[src/logic/iofc_pkg.sv]
// Constants, types and register map of the inspection I/O fault controller.
// Assumes one 200 MHz clock and a 32-bit Avalon-MM register port.
//
// Overview of operation
// - Pulse width in microseconds, 10 us minimum
// - Width runs from assertion to deassertion
// - Per generator rising or falling trigger edge
// - Shared trigger, independent polarity per generator
// - Encoder phases from isolated inputs 6, 7
// - Count all phase edges, 4x decoding
// - Delay may advance on encoder counts
// - Five select inputs read as one value
// - Latch mode: input 5 rise captures select
// - Select read gives latched and live values
// - Select bits 0-4 from isolated inputs 0-4
// - Software reads inputs, drives outputs outside safe state
// - General inputs never start a generator
// - Fault sources: shutdown, watchdog, overheat
// - Shutdown input off raises external fault
// - Halt depends on fault and bypass switch
// - Safe states need bypass off, shutdown on
// - Halted until reset after any fault but a bypassed watchdog
// - TTL safe high/low/hiz, isolated on/off
// - Bypass switch on disables shutdown mode
// - Shutdown mode sticks until reset
// - Reset only after two second press
// - Delay then width, selectable active level
// - Delay 10 us minimum, encoder from 0
// - One pulse per edge, immediate repeats
// - Stop aborts pulse, returns to idle

package iofc_pkg;
  localparam int          CLK_HZ          = 200_000_000;
  localparam int          TICK_US         = 1;
  localparam int          US_CYCLES       = CLK_HZ / 1_000_000 * TICK_US;
  localparam int          RST_HOLD_S      = 2;
  localparam int unsigned RST_HOLD_CYCLES = RST_HOLD_S * CLK_HZ;
  localparam logic [31:0] MIN_US          = 32'h0000_000A;
  localparam int          NUM_GEN         = 6;
  localparam int          NUM_TTL         = 10;
  localparam int          NUM_ISO_OUT     = 4;
  localparam int          SEL_W           = 5;
  // -----------------------------------------------------------------
  // Register map, byte addresses
  // -----------------------------------------------------------------
  localparam logic [7:0]  REG_CTRL        = 8'h00;
  localparam logic [7:0]  REG_STATUS      = 8'h04;
  localparam logic [7:0]  REG_SELECT      = 8'h08;
  localparam logic [7:0]  REG_GPIN        = 8'h0C;
  localparam logic [7:0]  REG_GPOUT       = 8'h10;
  localparam logic [7:0]  REG_TTL_SAFE    = 8'h14;
  localparam logic [7:0]  REG_ISO_SAFE    = 8'h18;
  localparam logic [7:0]  REG_ENC_COUNT   = 8'h1C;
  localparam logic [7:0]  GEN_BASE        = 8'h40;
  localparam logic [7:0]  GEN_END         = 8'hA0;
  localparam logic [3:0]  GEN_CFG         = 4'h0;
  localparam logic [3:0]  GEN_DELAY       = 4'h4;
  localparam logic [3:0]  GEN_WIDTH       = 4'h8;
  localparam int          CTRL_SHDN_BIT   = 0;
  localparam int          CTRL_LATCH_BIT  = 1;
  localparam int          SEL_LIVE_LSB    = 8;
  localparam int          GPOUT_ISO_LSB   = 4;
  localparam logic [31:0] CTRL_RST        = 32'h0000_0000;
  localparam logic [31:0] SAFE_RST        = 32'h0000_0000;
  localparam logic [7:0]  GPOUT_RST       = 8'h00;
  // Isolated input positions
  localparam int          ISO_LATCH       = 5;
  localparam int          ISO_ENC_A       = 6;
  localparam int          ISO_ENC_B       = 7;
  localparam int          ISO_TRIG        = 8;
  localparam int          ISO_SHDN        = 11;
  // TTL safe-state codes, 2 bits per output
  localparam logic [1:0]  SAFE_LOW        = 2'h0;
  localparam logic [1:0]  SAFE_HIGH       = 2'h1;

  typedef enum logic [2:0] {
    SRC_IMMEDIATE, SRC_TRIG0, SRC_TTL0, SRC_TTL1, SRC_ISO5, SRC_ISO8
  } iofc_trig_src_e;

  typedef struct packed {
    logic        enc_units;
    logic        active_low;
    logic        falling;
    logic [2:0]  src;
    logic        start;
  } iofc_gen_cfg_s;

  typedef struct packed {
    logic        trig0;
    logic [1:0]  ttl;
    logic [11:0] iso;
  } iofc_pins_s;
endpackage : iofc_pkg

[src/logic/iofc_pulse_gen.sv]
// One timed pulse generator: delay phase, then width phase.
// Assumes fire, ticks and encoder steps are single-cycle pulses.
`timescale 1ns/1ps
module iofc_pulse_gen (
  input  wire logic        clk_in,
  input  wire logic        rst_in,
  input  wire logic        run_in,
  input  wire logic        fire_in,
  input  wire logic        use_enc_in,
  input  wire logic        enc_step_in,
  input  wire logic        us_tick_in,
  input  wire logic        active_low_in,
  input  wire logic [31:0] delay_in,
  input  wire logic [31:0] width_in,
  output logic             pulse_out
);
  typedef enum logic [1:0] {PG_IDLE, PG_DELAY, PG_WIDTH} iofc_pg_state_e;
  iofc_pg_state_e state;
  logic [31:0]    cnt;
  logic [31:0]    dly_eff;
  logic [31:0]    wid_eff;
  logic           dstep;

  // Short width and microsecond delay settings are raised to the minimum instead of refused
  assign wid_eff = (width_in < iofc_pkg::MIN_US) ?
                   iofc_pkg::MIN_US : width_in;
  assign dly_eff = (use_enc_in || delay_in >= iofc_pkg::MIN_US) ?
                   delay_in : iofc_pkg::MIN_US;
  assign dstep   = use_enc_in ? enc_step_in : us_tick_in;

  always_ff @(posedge clk_in or posedge rst_in) begin
    if (rst_in) begin
      state <= PG_IDLE;
      cnt   <= 32'h0000_0000;
    end else if (!run_in) begin
      state <= PG_IDLE;
      cnt   <= 32'h0000_0000;
    end else begin
      unique case (state)
        PG_IDLE: begin
          if (fire_in) begin
            state <= PG_DELAY;
            cnt   <= 32'h0000_0000;
          end
        end
        PG_DELAY: begin
          if (cnt >= dly_eff) begin
            state <= PG_WIDTH;
            cnt   <= 32'h0000_0000;
          end else if (dstep) begin
            cnt <= cnt + 32'h0000_0001;
          end
        end
        PG_WIDTH: begin
          if (cnt >= wid_eff) begin
            state <= PG_IDLE;
            cnt   <= 32'h0000_0000;
          end else if (us_tick_in) begin
            cnt <= cnt + 32'h0000_0001;
          end
        end
      endcase
    end
  end

  always_ff @(posedge clk_in or posedge rst_in) begin
    if (rst_in) begin
      pulse_out <= 1'b0;
    end else begin
      pulse_out <= (state == PG_WIDTH) ^ active_low_in;
    end
  end
endmodule : iofc_pulse_gen

[src/logic/iofc_top.sv]
// Inspection I/O fault controller: pulse generators, encoder, select
// port, general I/O and fault handling behind an Avalon-MM slave.
// Assumes pin inputs synchronous to clk_in in timing only, and a
// master that holds each request until waitrequest falls.
//
// Our own choices: register access over Avalon-MM and the register offsets.
`timescale 1ns/1ps
module iofc_top #(
  parameter int unsigned RESET_HOLD_CYCLES = iofc_pkg::RST_HOLD_CYCLES
) (
  input  wire logic                  clk_in,
  input  wire logic                  rst_in,
  input  wire logic [7:0]            avs_address_in,
  input  wire logic                  avs_read_in,
  input  wire logic                  avs_write_in,
  input  wire logic [31:0]           avs_writedata_in,
  output logic      [31:0]           avs_readdata_out,
  output logic                       avs_waitrequest_out,
  input  wire iofc_pkg::iofc_pins_s  pins_in,
  input  wire logic                  watchdog_expired_in,
  input  wire logic                  overheat_in,
  input  wire logic                  fault_bypass_switch_in,
  input  wire logic                  reset_button_in,
  output logic [9:0]                 ttl_drive_out,
  output logic [9:0]                 ttl_oe_out,
  output logic [3:0]                 iso_drive_out,
  output logic                       health_red_out,
  output logic                       system_reset_out
);
  // -----------------------------------------------------------------
  // Declarations
  // -----------------------------------------------------------------
  localparam int NG       = iofc_pkg::NUM_GEN;
  localparam int SEL_W_M1 = iofc_pkg::SEL_W - 1;

  iofc_pkg::iofc_pins_s    sync1;
  iofc_pkg::iofc_pins_s    sync2;
  iofc_pkg::iofc_pins_s    prev;
  iofc_pkg::iofc_gen_cfg_s cfg_q   [NG];
  logic [31:0]             delay_q [NG];
  logic [31:0]             width_q [NG];
  logic [NG-1:0]           pulse;
  logic [7:0]              trig_now;
  logic [7:0]              trig_was;
  logic [7:0]              tick_cnt;
  logic                    us_tick;
  logic                    enc_a;
  logic                    enc_b;
  logic                    enc_step;
  logic [31:0]             enc_count;
  logic [31:0]             ctrl_q;
  logic [7:0]              gpout_q;
  logic [31:0]             ttl_safe_q;
  logic [31:0]             iso_safe_q;
  logic [SEL_W_M1:0]       sel_latched;
  logic                    ack_q;
  logic                    req;
  logic                    wr_en;
  logic                    gen_hit;
  logic [7:0]              gen_off;
  logic [2:0]              gen_idx;
  logic [31:0]             rd_mux;
  logic                    shdn_active;
  logic                    shdn_eff;
  logic                    ext_flag;
  logic                    wd_flag;
  logic                    oh_flag;
  logic                    halted;
  logic                    safe_q;
  logic                    soft_rst;
  logic [31:0]             press_cnt;
  logic [9:0]              ttl_norm;

  // -----------------------------------------------------------------
  // Input synchroniser
  // -----------------------------------------------------------------
  // Only sync2 is looked at; prev is a third stage for edge detection
  always_ff @(posedge clk_in or posedge rst_in) begin
    if (rst_in) begin
      sync1 <= '0;
      sync2 <= '0;
      prev  <= '0;
    end else begin
      sync1 <= pins_in;
      sync2 <= sync1;
      prev  <= sync2;
    end
  end

  // -----------------------------------------------------------------
  // Microsecond tick
  // -----------------------------------------------------------------
  always_ff @(posedge clk_in or posedge rst_in) begin
    if (rst_in) begin
      tick_cnt <= 8'h00;
      us_tick  <= 1'b0;
    end else if (tick_cnt == 8'(iofc_pkg::US_CYCLES - 1)) begin
      tick_cnt <= 8'h00;
      us_tick  <= 1'b1;
    end else begin
      tick_cnt <= tick_cnt + 8'h01;
      us_tick  <= 1'b0;
    end
  end

  // -----------------------------------------------------------------
  // Quadrature decoder
  // -----------------------------------------------------------------
  // 200 MHz sampling leaves ample margin over 400k edges per second
  assign enc_a    = sync2.iso[iofc_pkg::ISO_ENC_A];
  assign enc_b    = sync2.iso[iofc_pkg::ISO_ENC_B];
  assign enc_step = (enc_a ^ prev.iso[iofc_pkg::ISO_ENC_A]) |
                    (enc_b ^ prev.iso[iofc_pkg::ISO_ENC_B]);

  always_ff @(posedge clk_in or posedge rst_in) begin
    if (rst_in) begin
      enc_count <= 32'h0000_0000;
    end else if (enc_step) begin
      if (enc_a ^ prev.iso[iofc_pkg::ISO_ENC_B]) begin
        enc_count <= enc_count + 32'h0000_0001;
      end else begin
        enc_count <= enc_count - 32'h0000_0001;
      end
    end
  end

  // -----------------------------------------------------------------
  // Trigger sources and pulse generators
  // -----------------------------------------------------------------
  // Slot 0 is immediate, slots 6 and 7 never fire; general inputs
  // have no slot at all
  assign trig_now = {2'b00, sync2.iso[iofc_pkg::ISO_TRIG],
                     sync2.iso[iofc_pkg::ISO_LATCH], sync2.ttl,
                     sync2.trig0, 1'b0};
  assign trig_was = {2'b00, prev.iso[iofc_pkg::ISO_TRIG],
                     prev.iso[iofc_pkg::ISO_LATCH], prev.ttl,
                     prev.trig0, 1'b0};

  for (genvar g = 0; g < NG; g++) begin : gen_pg
    logic rise;
    logic fall;
    logic fire;
    logic run;
    assign rise = trig_now[cfg_q[g].src] & ~trig_was[cfg_q[g].src];
    assign fall = ~trig_now[cfg_q[g].src] & trig_was[cfg_q[g].src];
    assign fire = (cfg_q[g].src == 3'(iofc_pkg::SRC_IMMEDIATE)) |
                  (cfg_q[g].falling ? fall : rise);
    assign run  = cfg_q[g].start & ~halted;

    iofc_pulse_gen u_pg (
      .clk_in        (clk_in),
      .rst_in        (rst_in),
      .run_in        (run),
      .fire_in       (fire),
      .use_enc_in    (cfg_q[g].enc_units),
      .enc_step_in   (enc_step),
      .us_tick_in    (us_tick),
      .active_low_in (cfg_q[g].active_low),
      .delay_in      (delay_q[g]),
      .width_in      (width_q[g]),
      .pulse_out     (pulse[g])
    );
  end

  // -----------------------------------------------------------------
  // Avalon-MM slave
  // -----------------------------------------------------------------
  // One wait state on every access; data is taken when waitrequest
  // is low, so writes land exactly once
  assign req     = avs_read_in | avs_write_in;
  assign avs_waitrequest_out = req & ~ack_q;
  assign wr_en   = avs_write_in & ack_q;
  assign gen_hit = (avs_address_in >= iofc_pkg::GEN_BASE) &&
                   (avs_address_in < iofc_pkg::GEN_END);
  assign gen_off = avs_address_in - iofc_pkg::GEN_BASE;
  assign gen_idx = gen_off[6:4];

  always_ff @(posedge clk_in or posedge rst_in) begin
    if (rst_in) begin
      ack_q <= 1'b0;
    end else begin
      ack_q <= req & ~ack_q;
    end
  end

  always_ff @(posedge clk_in or posedge rst_in) begin
    if (rst_in) begin
      avs_readdata_out <= 32'h0000_0000;
    end else if (avs_read_in && !ack_q) begin
      avs_readdata_out <= rd_mux;
    end
  end

  always_comb begin
    rd_mux = 32'h0000_0000;
    if (gen_hit) begin
      unique case (gen_off[3:0])
        iofc_pkg::GEN_CFG:   rd_mux = 32'(cfg_q[gen_idx]);
        iofc_pkg::GEN_DELAY: rd_mux = delay_q[gen_idx];
        iofc_pkg::GEN_WIDTH: rd_mux = width_q[gen_idx];
        default:             rd_mux = 32'h0000_0000;
      endcase
    end else begin
      unique case (avs_address_in)
        iofc_pkg::REG_CTRL:      rd_mux = ctrl_q;
        iofc_pkg::REG_STATUS:    rd_mux = {24'h00_0000, pulse[1:0] != 2'b00,
                                   fault_bypass_switch_in, safe_q,
                                   shdn_eff, oh_flag, wd_flag, ext_flag,
                                   halted};
        iofc_pkg::REG_SELECT:    rd_mux = {19'h0_0000,
                                   sync2.iso[SEL_W_M1:0], 3'h0,
                                   sel_latched};
        iofc_pkg::REG_GPIN:      rd_mux = {17'h0_0000, sync2};
        iofc_pkg::REG_GPOUT:     rd_mux = {24'h00_0000, gpout_q};
        iofc_pkg::REG_TTL_SAFE:  rd_mux = ttl_safe_q;
        iofc_pkg::REG_ISO_SAFE:  rd_mux = iso_safe_q;
        iofc_pkg::REG_ENC_COUNT: rd_mux = enc_count;
        default:                 rd_mux = 32'h0000_0000;
      endcase
    end
  end

  // -----------------------------------------------------------------
  // Global registers
  // -----------------------------------------------------------------
  always_ff @(posedge clk_in or posedge rst_in) begin
    if (rst_in) begin
      ctrl_q     <= iofc_pkg::CTRL_RST;
      gpout_q    <= iofc_pkg::GPOUT_RST;
      ttl_safe_q <= iofc_pkg::SAFE_RST;
      iso_safe_q <= iofc_pkg::SAFE_RST;
    end else if (wr_en) begin
      unique case (avs_address_in)
        iofc_pkg::REG_CTRL:     ctrl_q     <= {30'h0, avs_writedata_in[1:0]};
        iofc_pkg::REG_GPOUT:    gpout_q    <= avs_writedata_in[7:0];
        iofc_pkg::REG_TTL_SAFE: ttl_safe_q <= {12'h000,
                                               avs_writedata_in[19:0]};
        iofc_pkg::REG_ISO_SAFE: iso_safe_q <= {28'h000_0000,
                                               avs_writedata_in[3:0]};
        default: ;
      endcase
    end
  end

  // -----------------------------------------------------------------
  // Generator registers
  // -----------------------------------------------------------------
  // Reconfiguring while started takes effect at once; stop first
  for (genvar g = 0; g < NG; g++) begin : gen_regs
    always_ff @(posedge clk_in or posedge rst_in) begin
      if (rst_in) begin
        cfg_q[g]   <= '0;
        delay_q[g] <= iofc_pkg::MIN_US;
        width_q[g] <= iofc_pkg::MIN_US;
      end else if (wr_en && gen_hit && gen_idx == 3'(g)) begin
        unique case (gen_off[3:0])
          iofc_pkg::GEN_CFG:   cfg_q[g]   <= avs_writedata_in[6:0];
          iofc_pkg::GEN_DELAY: delay_q[g] <= avs_writedata_in;
          iofc_pkg::GEN_WIDTH: width_q[g] <= avs_writedata_in;
          default: ;
        endcase
      end
    end
  end

  // -----------------------------------------------------------------
  // Product select latch
  // -----------------------------------------------------------------
  always_ff @(posedge clk_in or posedge rst_in) begin
    if (rst_in) begin
      sel_latched <= '0;
    end else if (ctrl_q[iofc_pkg::CTRL_LATCH_BIT] &&
                 sync2.iso[iofc_pkg::ISO_LATCH] &&
                 !prev.iso[iofc_pkg::ISO_LATCH]) begin
      sel_latched <= sync2.iso[SEL_W_M1:0];
    end
  end

  // -----------------------------------------------------------------
  // Reset pushbutton
  // -----------------------------------------------------------------
  // Counter saturates so a long press gives one reset only
  always_ff @(posedge clk_in or posedge rst_in) begin
    if (rst_in) begin
      press_cnt <= 32'h0000_0000;
      soft_rst  <= 1'b0;
    end else if (!reset_button_in) begin
      press_cnt <= 32'h0000_0000;
      soft_rst  <= 1'b0;
    end else begin
      soft_rst <= (press_cnt == 32'(RESET_HOLD_CYCLES - 1));
      if (press_cnt != 32'(RESET_HOLD_CYCLES)) begin
        press_cnt <= press_cnt + 32'h0000_0001;
      end
    end
  end

  assign system_reset_out = soft_rst;

  // -----------------------------------------------------------------
  // Fault handling
  // -----------------------------------------------------------------
  assign shdn_eff = shdn_active & ~fault_bypass_switch_in;

  always_ff @(posedge clk_in or posedge rst_in) begin
    if (rst_in) begin
      shdn_active <= 1'b0;
      ext_flag    <= 1'b0;
      wd_flag     <= 1'b0;
      oh_flag     <= 1'b0;
    end else if (soft_rst) begin
      shdn_active <= 1'b0;
      ext_flag    <= 1'b0;
      wd_flag     <= 1'b0;
      oh_flag     <= 1'b0;
    end else begin
      shdn_active <= shdn_active | (ctrl_q[iofc_pkg::CTRL_SHDN_BIT] &
                                    ~fault_bypass_switch_in);
      ext_flag    <= ext_flag |
                     (shdn_eff & ~sync2.iso[iofc_pkg::ISO_SHDN]);
      wd_flag     <= wd_flag | watchdog_expired_in;
      oh_flag     <= oh_flag | overheat_in;
    end
  end

  always_ff @(posedge clk_in or posedge rst_in) begin
    if (rst_in) begin
      halted <= 1'b0;
      safe_q <= 1'b0;
    end else if (soft_rst) begin
      halted <= 1'b0;
      safe_q <= 1'b0;
    end else begin
      halted <= halted | ext_flag | oh_flag |
                (wd_flag & ~fault_bypass_switch_in);
      safe_q <= safe_q |
                ((ext_flag | wd_flag | oh_flag) & shdn_eff);
    end
  end

  assign health_red_out = halted;

  // -----------------------------------------------------------------
  // Output drive
  // -----------------------------------------------------------------
  assign ttl_norm = {pulse[5], pulse[4], gpout_q[2:0], pulse[3:0],
                     watchdog_expired_in};

  for (genvar t = 0; t < iofc_pkg::NUM_TTL; t++) begin : gen_ttl
    always_ff @(posedge clk_in or posedge rst_in) begin
      if (rst_in) begin
        ttl_drive_out[t] <= 1'b0;
        ttl_oe_out[t]    <= 1'b1;
      end else if (safe_q) begin
        ttl_drive_out[t] <= (ttl_safe_q[2*t +: 2] == iofc_pkg::SAFE_HIGH);
        ttl_oe_out[t]    <= (ttl_safe_q[2*t +: 2] == iofc_pkg::SAFE_HIGH) |
                            (ttl_safe_q[2*t +: 2] == iofc_pkg::SAFE_LOW);
      end else begin
        ttl_drive_out[t] <= ttl_norm[t];
        ttl_oe_out[t]    <= 1'b1;
      end
    end
  end

  always_ff @(posedge clk_in or posedge rst_in) begin
    if (rst_in) begin
      iso_drive_out <= 4'h0;
    end else if (safe_q) begin
      iso_drive_out <= iso_safe_q[3:0];
    end else begin
      iso_drive_out <= gpout_q[iofc_pkg::GPOUT_ISO_LSB +: 4];
    end
  end
endmodule : iofc_top

[config.mk]
export PLATFORM = sky130hd
export DESIGN_NAME = iofc_top
export DESIGN_NICKNAME = d
export VERILOG_FILES = /design/src/logic/iofc_pkg.sv /design/src/logic/iofc_pulse_gen.sv /design/src/logic/iofc_top.sv
export SDC_FILE = /design/constraint.sdc
export NUM_CORES = 2
export LEC_CHECK = 0
export BUFFER_PORTS_ARGS = -buffer_cell sky130_fd_sc_hd__clkbuf_2
export CAP_MARGIN = 20
export CORE_MARGIN = 10
export CORE_UTILIZATION = 60
export DETAILED_ROUTE_END_ITERATION = 16
export GPL_TIMING_DRIVEN = 0
export PLACE_DENSITY = 0.84
export SLEW_MARGIN = 5
export SYNTH_ARGS = -nofsm -noshare
export SYNTH_HDL_FRONTEND = slang
export SYNTH_SLANG_ARGS = --single-unit
[constraint.sdc]
create_clock -name clk_in -period 41.2 [get_ports clk_in]
set_input_delay 8.24 -clock clk_in [delete_from_list [all_inputs] [get_ports clk_in]]
set_output_delay 8.24 -clock clk_in [all_outputs]
set_load 0.03 [all_outputs]
After elaboration in Yosys (flattened, before gate mapping)
Cells that the tools add are included.

storage, ports and cells
  register bits after elaboration = 854
  output and inout port bits = 59
  input port bits = 63
  word-level logic and storage cells = 545

operators by class
  bitwise operators = 79
  mux-type cells = 165
  $lt $le $gt $ge = 33
  add/sub/neg operators = 11
  eq/ne operators = 70
  reductions and logical operators = 79

operator list
  cell                                                          number
  two-way mux 32 bit                                            56
  one-hot mux 32 bit (3 select lines)                           7
  >= comparator 32 bit                                          12
  adder 32 x 1 -> 32 bit (second input constant)                8
  one-hot mux 32 bit (8 select lines)                           1
  binary-select mux 32 bit (select 3 bit)                       2
  >= comparator 32 x 4 -> 1 bit (second input constant)         6
  less-than comparator 32 x 4 -> 1 bit (second input constant)  6
  inequality test 3 bit (second input constant)                 18
  two-way mux 1 bit                                             52
  two-way mux 2 bit                                             24
  inequality test 4 bit (second input constant)                 12
  AND reduction 2 bit                                           22
  binary-select mux 1 bit (select 3 bit)                        12
  one-hot mux 2 bit (3 select lines)                            6
  AND reduction 3 bit                                           12
  equality test 2 x 1 -> 1 bit (second input constant)          16
  equality test 32 x 29 -> 1 bit (second input constant)        1
  equality test 8 x 5 -> 1 bit (second input constant)          4
  zero test 2 bit                                               16
  inequality test 32 x 29 -> 1 bit (second input constant)      1
  subtractor 32 x 1 -> 32 bit (second input constant)           1
  bitwise OR 1 bit                                              28
  AND 1 bit                                                     25
  other kinds (30)                                              89

Longest topological paths before layout
  depth in word-level cells = 9
  gate-level depth with buffers = 16
  depth with buffers taken out = 14

Cells and area by module
A second synthesis with hierarchy kept.

unflattened totals
  cell total of the unflattened synthesis = 5,232
  area, all modules = 53,254.8 um^2

by module, submodules not included
  module                                area each (um^2)  cells each  instances  seq. area each (um^2)
  iofc_top                              30,565.6          2,424       1          16,032.9
  iofc_pulse_gen at gen_pg[1].u_pg ...  3,727.3           468         4          875.8
  iofc_pulse_gen at gen_pg[4].u_pg      3,912.5           467         1          875.8
  iofc_pulse_gen at gen_pg[0].u_pg      3,867.5           469         1          875.8

Worst setup path after synthesis
No wires, ideal clock.

  path kind = input to output
  start = in avs_read_in
  end = out avs_waitrequest_out
  required time = 32.960 ns
  stages = 2
  arrival = 8.692 ns
  path slack = 24.268 ns
  path buffers = 0
  path through = nor2_1 > nor2_1

between the ends
  cells in the longest elaborated chain, start to end = 2

ends and longest elaborated chain
  item                line             text
  start: declaration  iofc_top.sv:14   input wire logic avs_read_in,
  bitwise OR 1 bit    iofc_top.sv:170  assign req = avs_read_in | avs_write_in;
  AND 1 bit           iofc_top.sv:171  assign avs_waitrequest_out = req & ~ack_q;
  end: declaration    iofc_top.sv:18   output logic avs_waitrequest_out,

No other way between the ends.

Final worst setup path
  start = in avs_write_in
  end = out avs_waitrequest_out

between the ends
  cells in the longest elaborated chain, start to end = 2

ends and longest elaborated chain
  item                line             text
  start: declaration  iofc_top.sv:15   input wire logic avs_write_in,
  bitwise OR 1 bit    iofc_top.sv:170
  AND 1 bit           iofc_top.sv:171

No other way between the ends.

==> flow_summary.json <==
{
  "synth_ff_type": "dfrtp_1",
  "nNetsFinal": 6204,
  "reg2reg_slack_ns": 36.04,
  "post-cts-setup-buffers": 0,
  "clk_latency_ns": 0.70,
  "final.period_utilization_pct": 41.1,
  "switchingPower_w": 0.000655,
  "grt_pass1_wl_um": 300000,
  "clock-sinks": 849,
  "initial_utilization_pct": 60.7,
  "area_delta_synth_final_pct": 10.9,
  "synth_area_leaders": "dfrtp_1 39%, ha_1 11%, mux2_2 6.7%",
  "cap_violations": 0,
  "pwr_density_cell_nw_per_um2": 37.6,
  "syn_nets": 5972,
  "slowest_delay_ns": 0.22,
  "cts-root-buf": "clkbuf_16",
  "final_layout_size_suffix_gt1_share_pct": 13.6,
  "rows": 108,
  "netlist_area_um2": 52900,
  "vias": 47400,
  "cts_buffers": 93,
  "die_h_um": 317,
  "relSlewSlack_pct": 12.9,
  "synth.most_common_cell": "dfrtp_1",
  "finalPower_w": 0.00221,
  "required_ns": 32.96,
  "synth_commonest_cells": "815 x dfrtp_1, 483 x nand2_1, 447 x ha_1",
  "clkPwrFrac_pct": 41.8,
  "setup_viol": 0,
  "antenna_found_initial": 21,
  "p_int_w": 0.00155,
  "syn_area_per_cell_um2": 9.68,
  "outcome": "finished clean",
  "wl_per_cell_um": 29.7,
  "ctsHtreeMaxLevel": 3,
  "cts_buffer_depth": 3,
  "grt_max_degree": 128,
  "ys_ff_latch": 849,
  "synth_cells": 5461,
  "critical_path.cell_chain": "clkbuf_2 -> nor2_1 -> nor2_1 -> clkbuf_2",
  "max_freq_ghz": 0.0590,
  "die_w_um": 317,
  "hold_slack_ns": 0.339,
  "rsz0062_at_grt": "no",
  "hold_viol_final": 0,
  "drc": 0,
  "critPathMaxFanout": 3,
  "cp.arrival_ns": 8.70,
  "die_area_um2": 100000,
  "ant_nets": 0,
  "first_pass_iters": 9,
  "fillerInstances": 6861,
  "ys_types": 91,
  "power.leakage_nw": 27.5,
  "wl_um": 206000,
  "cts.repair.resized": 0,
  "io_buffers": 116,
  "fin_cells": 6941,
  "ir_drop_mv": 0.0500,
  "netlist.area_leader.share_pct": 38.6,
  "drtIter0Drc": 6344,
  "clk_pin_slew_ns": 0.06,
  "worst_pin_slew_ns": 1.31,
  "core-area_um2": 87200,
  "crit_type": "in -> out",
  "dp_cells": 6750,
  "cts_hold_buf": 0,
  "synth_warnings": 0,
  "routed_via_density": 6.84,
  "gp_congestion": 1.11,
  "cp-end-kind": "output port",
  "switching_share_pct": 29.7,
  "synth_edf_count": 0,
  "grt_usage_pct": 40.3,
  "p_seq_share_pct": 42.3,
  "yosysSeqAreaShare_pct": 40.3,
  "hold_path_class": "reg -> reg",
  "layout_min_cycle_time_ns": 16.94,
  "grt_pass1_vias": 45500,
  "cp_slowest_cell": "clkbuf_2",
  "startpoint_type": "input pin",
  "maxSlewViolCount": 0,
  "cts_tree": "done",
  "synth_top_area_cell": "dfrtp_1",
  "overflow": 0,
  "dp_hpwl_um": 159000,
  "fin_worst_skew_ns": 0.0300,
  "io_pins": 122,
  "pwr-share-comb_pct": 15.9,
  "postSynth.asyncResetShare_pct": 100
}
==> per-stage QoR <==
stage	TNS [ns]	cell area (µm²)	worst slack, ns	util [%]
floorplan	0	52900	9.16	-
global placement	-2.14	54900	-0.0344	63.0
detailed placement	0	55300	24.25	63.4
CTS	0	58600	24.25	67.2
global route	0	58600	24.21	67.3
finish	0	58600	24.26	67.3
==> flip-flops by register name (all words and copies together) (netlist names), 6 cells and up <==
signal / flops
gen_pg.u_pg.state: 12
press_cnt: 32
ttl_drive_out: 10
ttl_oe_out: 10
cfg_q: 42
gpout_q: 8
gen_pg.u_pg.cnt: 192
avs_readdata_out: 32
delay_q: 192
sync1: 15
tick_cnt: 8
ttl_safe_q: 20
width_q: 192
enc_count: 32
sync2: 13
prev: 7
gen_pg.u_pg.pulse_out: 6
==> power groups by stage <==
stage | logic (W) | registers (W) | clock network (W)
3_5_place_dp | 0.000337 | 0.000942 | 0
3_3_place_gp | 0.000326 | 0.000943 | 0
6_report | 0.000350 | 0.000934 | 0.000923
5_1_grt | 0.000383 | 0.000933 | 0.000951
4_1_cts | 0.000341 | 0.000928 | 0.000920
2_1_floorplan | 0.000239 | 0.000916 | 0
==> critical path: cells and delay by family <==
kind                   cells  cell delay [ns]
buffers and inverters      2             0.32
AND/OR/NAND/NOR            2             0.14
==> final timing paths <==
kind,from,to,cells after the start
min in group asynchronous,rst_in,gen_pg[4].u_pg.cnt[9],2
worst min-delay path,sync1[10],sync2[10],0
worst max-delay path,avs_write_in,avs_waitrequest_out,4
worst max register to register,cfg_q[6],gen_pg[5].u_pg.cnt[10],15
worst min register to register,sync1[10],sync2[10],0
max in group asynchronous,rst_in,gen_pg[2].u_pg.cnt[2],5
==> cell usage in the layout, fill, tap and decap left out, types with 52 or more instances in the layout <==
cell,synthesis,routed
a21oi_1,228,228
nand4_1,137,137
nor4_1,108,108
clkbuf_2,0,118
mux2_2,317,317
dfrtp_1,815,815
clkbuf_1,187,208
ha_1,447,447
a22o_1,87,87
mux2i_1,103,103
inv_1,442,441
and3_1,52,52
nand2_1,483,483
nor3_1,87,87
mux4_2,72,72
a21o_1,100,100
nor2b_1,61,61
nor2_1,340,340
o21ai_0,416,416
a22oi_1,53,53
clkbuf_16,0,93
nand3_1,136,136
==> cell type report <==
type,count,area [µm²],share of cell area (%)
clock buffers,134,2660,4.54
well taps,1155,1450,2.46
repair buffers,137,962,1.64
diodes,18,45.0,0.0768
flip-flops and latches,849,21300,36.3
clock inverters,36,631,1.08
inverters,442,1670,2.84
multi-input cells,3913,28900,49.3
plain buffers,257,1020,1.74
==> routing by layer <==
| metal | track usage, % | vias up | part of all wire, % |
|---|---|---|---|
| met5 | 0 | - | 0.046 |
| met4 | 33.0 | 10 | 9.9 |
| met3 | 11.2 | 818 | 11 |
| met2 | 59.0 | 2958 | 43 |
| met1 | 49.5 | 23200 | 37 |
| li1 | - | 20500 | - |
==> cells by family (layout without fill, tap and decap cells) <==
logic type	after synthesis	in the layout	share of synthesized area [%]
flip-flops	849	849	40.3
XOR/XNOR	68	68	1.13
adder cells (fa/ha/maj)	448	448	10.6
other	0	18	0
multiplexers	494	494	11.8
AND/OR/NAND/NOR	1612	1612	15.1
AO/OA/AOI/OAI	1291	1291	16.0
buffers and inverters	699	1006	5.06
Note: power is estimated with default switching activity, not from simulation.
